<file path="src/design/p4m_defs.svh">
// constants for the pin 4 output source selector
//
// Overview of operation
// - source 000-011 picks receive port 0-3
// - 100 device status, 101 reserved, 11x transmit
// - receive select 000-011 gives remote pin 0-3
// - receive select 100-111 gives lock, pass, valids
// - status select 000 value, 001 lock, 010 pass
// - status 011 frame sync; selects 100-111 reserved
// - transmit select 000 pass AND, 001 OR
// - transmit select 010 frame, 011 line
// - transmit 100 synced, 101 interrupt, 11x reserved
// - bit 1 holds local drive value
// - bit 0 enables pin output driver
`ifndef P4M_DEFS_SVH
`define P4M_DEFS_SVH

// ****************************************************************
// register addresses
// ****************************************************************
`define P4M_ADDR_CTL     8'h14
`define P4M_ADDR_RXEN    8'h20
`define P4M_ADDR_TX0MAP  8'h21
`define P4M_ADDR_TX1MAP  8'h22
`define P4M_ADDR_STAT    8'h23

// ****************************************************************
// reset values
// ****************************************************************
`define P4M_CTL_RST      8'h00
`define P4M_MASK_RST     4'hf
`define P4M_ZERO8        8'h00

// ****************************************************************
// source codes
// ****************************************************************
`define P4M_SRC_RX0      3'h0
`define P4M_SRC_RX1      3'h1
`define P4M_SRC_RX2      3'h2
`define P4M_SRC_RX3      3'h3
`define P4M_SRC_DEV      3'h4
`define P4M_SRC_RESV     3'h5
`define P4M_SRC_TX0      3'h6
`define P4M_SRC_TX1      3'h7

// ****************************************************************
// select codes
// ****************************************************************
`define P4M_SEL_0        3'h0
`define P4M_SEL_1        3'h1
`define P4M_SEL_2        3'h2
`define P4M_SEL_3        3'h3
`define P4M_SEL_4        3'h4
`define P4M_SEL_5        3'h5
`define P4M_SEL_6        3'h6
`define P4M_SEL_7        3'h7

`endif

</file>
<file path="src/design/p4m_pkg.sv">
// types for the pin 4 output source selector
package p4m_pkg;

	// ****************************************************************
	// control register layout, bits 7:5 4:2 1 0
	// ****************************************************************
	typedef struct packed {
		logic [2:0] pin4_output_select;
		logic [2:0] pin4_output_source;
		logic       pin4_local_value;
		logic       pin4_drive_enable;
	} p4m_ctl_s;

	// ****************************************************************
	// status of one receive port
	// ****************************************************************
	typedef struct packed {
		logic remote_pin3;
		logic remote_pin2;
		logic remote_pin1;
		logic remote_pin0;
		logic lock;
		logic pass;
		logic frame_valid;
		logic line_valid;
	} p4m_rx_s;

	// ****************************************************************
	// status of one csi-2 transmit port
	// ****************************************************************
	typedef struct packed {
		logic frame_active;
		logic line_active;
		logic synchronized;
		logic interrupt;
	} p4m_tx_s;

	typedef logic [3:0] p4m_mask_t;

endpackage

</file>
<file path="src/design/p4m_agg.sv">
// masked and/or reduction over the four receive ports
`timescale 1ns/1ns
module p4m_agg (
	input  wire p4m_pkg::p4m_mask_t vec,
	input  wire p4m_pkg::p4m_mask_t mask,
	output logic                    all_and,
	output logic                    any_or
);
	import p4m_pkg::*;

	// empty mask gives 0 for both: no port, no pass
	always_comb begin
		any_or  = |(vec & mask);
		all_and = (|mask) & (&(vec | ~mask));
	end
endmodule // p4m_agg

</file>
<file path="src/design/p4m_top.sv">
// pin 4 output source selector with its control registers
//
// Local design decision: the strobed register port.
`timescale 1ns/1ns
`include "p4m_defs.svh"
module p4m_top (
	input  wire                        MCLK,
	input  wire                        RESET_N,
	input  wire  [7:0]                 ADDR,
	input  wire  [7:0]                 WDATA,
	input  wire                        WR,
	input  wire                        RD,
	output logic [7:0]                 RDATA,
	input  wire  p4m_pkg::p4m_rx_s [3:0] RX_STAT,
	input  wire  p4m_pkg::p4m_tx_s [1:0] TX_STAT,
	input  wire                        FRAME_SYNC_PULSE,
	output logic                       PIN4_OUT,
	output logic                       PIN4_OE
);
	import p4m_pkg::*;

	// ****************************************************************
	// declarations
	// ****************************************************************
	p4m_ctl_s  ctl_q;
	p4m_ctl_s  ctl_d;
	p4m_mask_t rxen_q;
	p4m_mask_t rxen_d;
	p4m_mask_t tx0map_q;
	p4m_mask_t tx0map_d;
	p4m_mask_t tx1map_q;
	p4m_mask_t tx1map_d;
	logic [7:0] rdata_q;
	logic [7:0] rdata_d;
	logic       pin_q;
	logic       pin_d;
	logic       oe_q;
	logic       oe_d;
	logic       resv_q;
	logic       resv_d;
	p4m_mask_t  lock_vec;
	p4m_mask_t  pass_vec;
	logic       dev_lock_or;
	logic       dev_pass_and;
	logic       tx0_and;
	logic       tx0_or;
	logic       tx1_and;
	logic       tx1_or;
	logic       sel_val;
	logic       sel_resv;
	p4m_rx_s    rx_pick;
	p4m_tx_s    tx_pick;
	logic       tx_and;
	logic       tx_or;

	function automatic logic hit(input logic [7:0] a,
	                             input logic [7:0] r);
		hit = (a == r);
	endfunction

	// ****************************************************************
	// register writes
	// ****************************************************************
	always_comb begin
		ctl_d    = ctl_q;
		rxen_d   = rxen_q;
		tx0map_d = tx0map_q;
		tx1map_d = tx1map_q;
		if (WR) begin
			if (hit(ADDR, `P4M_ADDR_CTL)) begin
				ctl_d = p4m_ctl_s'(WDATA);
			end
			if (hit(ADDR, `P4M_ADDR_RXEN)) begin
				rxen_d = WDATA[3:0];
			end
			if (hit(ADDR, `P4M_ADDR_TX0MAP)) begin
				tx0map_d = WDATA[3:0];
			end
			if (hit(ADDR, `P4M_ADDR_TX1MAP)) begin
				tx1map_d = WDATA[3:0];
			end
		end
	end

	always_ff @(posedge MCLK or negedge RESET_N) begin
		if (!RESET_N) begin
			ctl_q    <= p4m_ctl_s'(`P4M_CTL_RST);
			rxen_q   <= `P4M_MASK_RST;
			tx0map_q <= `P4M_MASK_RST;
			tx1map_q <= `P4M_MASK_RST;
		end else begin
			ctl_q    <= ctl_d;
			rxen_q   <= rxen_d;
			tx0map_q <= tx0map_d;
			tx1map_q <= tx1map_d;
		end
	end

	// ****************************************************************
	// register reads, data only in the cycle after the strobe
	// ****************************************************************
	always_comb begin
		rdata_d = `P4M_ZERO8;
		if (RD) begin
			if (hit(ADDR, `P4M_ADDR_CTL)) begin
				rdata_d = ctl_q;
			end else if (hit(ADDR, `P4M_ADDR_RXEN)) begin
				rdata_d = {4'h0, rxen_q};
			end else if (hit(ADDR, `P4M_ADDR_TX0MAP)) begin
				rdata_d = {4'h0, tx0map_q};
			end else if (hit(ADDR, `P4M_ADDR_TX1MAP)) begin
				rdata_d = {4'h0, tx1map_q};
			end else if (hit(ADDR, `P4M_ADDR_STAT)) begin
				rdata_d = {5'h00, resv_q, oe_q, pin_q};
			end
		end
	end

	always_ff @(posedge MCLK or negedge RESET_N) begin
		if (!RESET_N) begin
			rdata_q <= `P4M_ZERO8;
		end else begin
			rdata_q <= rdata_d;
		end
	end

	assign RDATA = rdata_q;

	// ****************************************************************
	// port aggregation
	// ****************************************************************
	always_comb begin
		for (int i = 0; i < 4; i++) begin
			lock_vec[i] = RX_STAT[i].lock;
			pass_vec[i] = RX_STAT[i].pass;
		end
	end

	p4m_agg u_dev_lock (
		.vec     (lock_vec),
		.mask    (rxen_q),
		.all_and (),
		.any_or  (dev_lock_or)
	);

	p4m_agg u_dev_pass (
		.vec     (pass_vec),
		.mask    (rxen_q),
		.all_and (dev_pass_and),
		.any_or  ()
	);

	p4m_agg u_tx0_pass (
		.vec     (pass_vec),
		.mask    (tx0map_q),
		.all_and (tx0_and),
		.any_or  (tx0_or)
	);

	p4m_agg u_tx1_pass (
		.vec     (pass_vec),
		.mask    (tx1map_q),
		.all_and (tx1_and),
		.any_or  (tx1_or)
	);

	// ****************************************************************
	// source and select decode
	// ****************************************************************
	always_comb begin
		rx_pick  = RX_STAT[ctl_q.pin4_output_source[1:0]];
		tx_pick  = TX_STAT[ctl_q.pin4_output_source[0]];
		tx_and   = ctl_q.pin4_output_source[0] ? tx1_and : tx0_and;
		tx_or    = ctl_q.pin4_output_source[0] ? tx1_or : tx0_or;
		sel_val  = 1'b0;
		sel_resv = 1'b0;
		case (ctl_q.pin4_output_source)
			`P4M_SRC_RX0,
			`P4M_SRC_RX1,
			`P4M_SRC_RX2,
			`P4M_SRC_RX3: begin
				case (ctl_q.pin4_output_select)
					`P4M_SEL_0: sel_val = rx_pick.remote_pin0;
					`P4M_SEL_1: sel_val = rx_pick.remote_pin1;
					`P4M_SEL_2: sel_val = rx_pick.remote_pin2;
					`P4M_SEL_3: sel_val = rx_pick.remote_pin3;
					`P4M_SEL_4: sel_val = rx_pick.lock;
					`P4M_SEL_5: sel_val = rx_pick.pass;
					`P4M_SEL_6: sel_val = rx_pick.frame_valid;
					default:    sel_val = rx_pick.line_valid;
				endcase
			end
			`P4M_SRC_DEV: begin
				case (ctl_q.pin4_output_select)
					`P4M_SEL_0: sel_val = ctl_q.pin4_local_value;
					`P4M_SEL_1: sel_val = dev_lock_or;
					`P4M_SEL_2: sel_val = dev_pass_and;
					// frame sync code is printed twice; 011 is the free slot
					`P4M_SEL_3: sel_val = FRAME_SYNC_PULSE;
					default:    sel_resv = 1'b1;
				endcase
			end
			`P4M_SRC_TX0,
			`P4M_SRC_TX1: begin
				case (ctl_q.pin4_output_select)
					`P4M_SEL_0: sel_val = tx_and;
					`P4M_SEL_1: sel_val = tx_or;
					`P4M_SEL_2: sel_val = tx_pick.frame_active;
					`P4M_SEL_3: sel_val = tx_pick.line_active;
					`P4M_SEL_4: sel_val = tx_pick.synchronized;
					`P4M_SEL_5: sel_val = tx_pick.interrupt;
					default:    sel_resv = 1'b1;
				endcase
			end
			default: sel_resv = 1'b1;
		endcase
	end

	// ****************************************************************
	// pin stage
	// ****************************************************************
	// value and enable share one stage so they never skew at the pin
	always_comb begin
		pin_d  = sel_val & ~sel_resv;
		oe_d   = ctl_q.pin4_drive_enable;
		resv_d = sel_resv;
	end

	always_ff @(posedge MCLK or negedge RESET_N) begin
		if (!RESET_N) begin
			pin_q  <= 1'b0;
			oe_q   <= 1'b0;
			resv_q <= 1'b0;
		end else begin
			pin_q  <= pin_d;
			oe_q   <= oe_d;
			resv_q <= resv_d;
		end
	end

	assign PIN4_OUT = pin_q;
	assign PIN4_OE  = oe_q;

endmodule // p4m_top

</file>
<file path="config.mk">
export PLATFORM = sky130hd
export DESIGN_NAME = p4m_top
export DESIGN_NICKNAME = d
export VERILOG_FILES = /design/src/design/p4m_pkg.sv /design/src/design/p4m_agg.sv /design/src/design/p4m_top.sv
export VERILOG_INCLUDE_DIRS = /design/src /design/src/design
export SDC_FILE = /design/constraint.sdc
export NUM_CORES = 1
export LEC_CHECK = 0
export BUFFER_PORTS_ARGS = -buffer_cell sky130_fd_sc_hd__buf_4
export CORE_MARGIN = 10
export CORE_UTILIZATION = 40
export DETAILED_ROUTE_END_ITERATION = 7
export GPL_TIMING_DRIVEN = 0
export HOLD_SLACK_MARGIN = 0.05
export PLACE_DENSITY = 0.67
export SKIP_LAST_GASP = 1
export SYNTH_ARGS = -nofsm -noshare
export SYNTH_HDL_FRONTEND = slang
export SYNTH_HIERARCHICAL = 1
export SYNTH_SLANG_ARGS = --single-unit
</file>
<file path="constraint.sdc">
create_clock -name MCLK -period 3.1 [get_ports MCLK]
set_input_delay 0.155 -clock MCLK [delete_from_list [all_inputs] [get_ports MCLK]]
set_output_delay 0.155 -clock MCLK [all_outputs]
set_load 0.01 [all_outputs]
</file>
==> summary.txt <==
Run status
  • Status: completed

STA
  • Worst-margin pin slew: 0.507 ns
  • Smallest hold slack: 0.0963 ns
  • Slew Limit Fails: 0
  • FMAX: 525 MHz
  • Final Cycle Share: 0.614
  • Slew headroom: 0.662
  • Final Setup Violations: 0
  • Fin Setup TNS: 0 ns
  • Worst Skew: 0.00554 ns
  • Final Hold Viols: 0
  • Fin crit period: 1.90 ns
  • RSZ-0062 raised after global routing: no

Floorplanning
  • Die Height: 89.5 um
  • Rows: 25
  • Die X-Extent: 89.5 um
  • Starting density of the core: 0.411
  • I/O Pins: 71
  • Total core area: 4690 sq um
  • DIE AREA: 8010 sq um

Place
  • GPL Wtd Cong: 0.872
  • Post-DP HPWL: 4.39 mm
  • Port Buf Inserts: 68
  • Placement Cell Area: 2510 sq um

Critical path
  • Worst path bufs/invs: 1
  • Crit-path leading delay family: multiplexers
  • CP max-delay cell: dfstp_2
  • Crit path launch type: flop
  • Critical-path maximum fanout: 5
  • Crit. End Element: flop
  • Req. time, crit path: 3.26 ns
  • Worst path arrival time: 2.06 ns
  • Critical path class: reg -> reg
  • Max incr delay on CP: 0.57 ns
  • Crit path cell chain: inv_1, o22ai_1, nor3_1, mux4_2, mux2i_1, o211a_1, a311oi_1

Global routing
  • Largest net degree at the start of global routing: 32
  • GR Layer Usage met1: 0.157
  • Initial antenna violation count: 0
  • GR Util met3: 0.0383
  • Tot GR Track Use: 0.137
  • Met2 global-route usage: 0.232
  • Global route overflow: 0
  • First-pass GRT wire length: 8.60 mm
  • Vias in the first global route: 1766
  • Grt peak-use layer: met2

Finish
  • Layout cells sized above 1: 0.536
  • Synth-to-layout area growth: 36.0%
  • Final cell utilization of the core: 0.560
  • ANT cells: 0
  • Filler cell count: 418
  • Post-route cell area: 2630 sq um
  • Multi-input gate area: 1040 sq um
  • Register area: 791 sq um
  • Nets@finish: 299

Clock network
  • Clock Tree Root: clkbuf_8
  • Htree depth: 2
  • Worst skew pair latency: 0.28 ns
  • Reg clk slew, reported paths: 0.07 ns
  • CTS tree: yes
  • PostCTS Resize Cnt: 0
  • Clock Sink Count: 31
  • Num CTS Buffers: 5
  • Clock buffer depth: 2
  • Post-CTS setup buffer count: 0

Min path
  • HP Class: in -> reg

Route
  • Post-route ant nets: 0
  • Total number of vias: 1646
  • # DRC: 0
  • Drt pass-1 iters: 4
  • Initial DRC count: 92
  • Routed WL per cell: 18.4 um
  • Routed vias/inst: 5.62
  • Post-Route WL: 5.38 mm

Power and ir drop
  • PwrDens: 390 nW/um^2
  • Peak supply drop: 0.187 mV
  • Leak pwr: 1.16 nW

Logic synthesis
  • YS warnings: 6
  • Syn_area_per_cell: 11.9 sq um
  • Post-synthesis cell area: 1930 sq um
  • Syn nets: 223
  • Post-Synthesis Cells: 162

Run
  • Maximum Capacitance Violations: 0
==> worst paths after layout <==
check | start | to | slack (ns) | cells after the start
setup / recovery | tx1map_q[0] | PIN4_OUT | 1.20 | 7
hold / removal | WDATA[6] | ctl_q[6] | 0.1 | 2
setup reg to reg | tx1map_q[0] | PIN4_OUT | 1.20 | 7
hold reg to reg | oe_d | PIN4_OE | 0.41 | 0
max in group asynchronous | RESET_N | rxen_q[1] | 2.44 | 2
min in group asynchronous | RESET_N | ctl_q[1] | 0.34 | 2
==> metrics by stage <==
stage | setup slack [ns] | cells | power, W
floorplan | 1.46 | 162 | 0.000542
global placement | 1.26 | 284 | 0.000641
detailed placement | 1.23 | 284 | 0.000645
CTS | 1.24 | 293 | 0.00104
global route | 1.10 | 293 | 0.00108
finish | 1.20 | 293 | 0.00102
==> what timing repair did <==
item / 4_1_cts / 5_1_grt
endpoints found under the setup margin: 0 / 0
hold buffers: 1 / 0
endpoints found under the hold margin: 19 / 0
==> report_power, final <==
part	total [W]	switching (W)	internal, W
Clock	0.000386	0.000151	0.000235
Sequential	0.000444	0.0000167	0.000427
Combinational	0.000195	0.0000797	0.000115
Total	0.00102	0.000248	0.000777
==> worst reg2reg max path, cell delays in order, from the launching register on <==
cell and delay [ns]:
dfstp_2 0.57, inv_1 0.05, o22ai_1 0.17, nor3_1 0.08, mux4_2 0.45, mux2i_1 0.24, o211a_1 0.18, a311oi_1 0.05
==> per-layer routing <==
layer	routed length, um	vias up	part of all wire
li1	-	771	-
met1	2050	805	0.38
met2	2800	59	0.52
met3	365	11	0.068
met4	166	0	0.031
met5	0	-	0
==> cell usage in the layout, fill, tap and decap left out, types with 2 or more instances in the layout <==
| master | count |
|---|---|
| nand2_1 | 6 |
| nand3b_1 | 2 |
| clkbuf_1 | 5 |
| nand4b_1 | 2 |
| dfrtp_1 | 19 |
| o21ai_0 | 2 |
| nand3_1 | 4 |
| nor2_1 | 3 |
| nor3_1 | 3 |
| a41oi_1 | 2 |
| mux2_2 | 20 |
| buf_2 | 3 |
| o22ai_1 | 6 |
| nor2b_1 | 4 |
| a311oi_1 | 2 |
| mux2i_1 | 8 |
| clkbuf_8 | 5 |
| buf_4 | 69 |
| inv_1 | 16 |
| a22oi_1 | 11 |
| nor4_1 | 3 |
| and3_1 | 4 |
| mux4_2 | 12 |
| dfstp_2 | 12 |
==> flip-flops by register name, summed over array words and instances (netlist names) <==
register / count
resv_q: 1
tx0map_q: 4
PIN4_OE: 1
PIN4_OUT: 1
ctl_q: 7
rxen_q: 4
tx1map_q: 4
RDATA: 8
oe_d: 1
==> cell type report <==
cell class                      count  share of cell area
Clock buffer                        5              0.0262
Sequential cell                    31               0.301
Clock inverter                      3              0.0148
Timing Repair Buffer               69               0.198
Inverter                           16              0.0229
Buffer                              9              0.0157
Tap cell                           54              0.0257
Multi-Input combinational cell    106               0.395
Power figures use the tool's default switching activity.
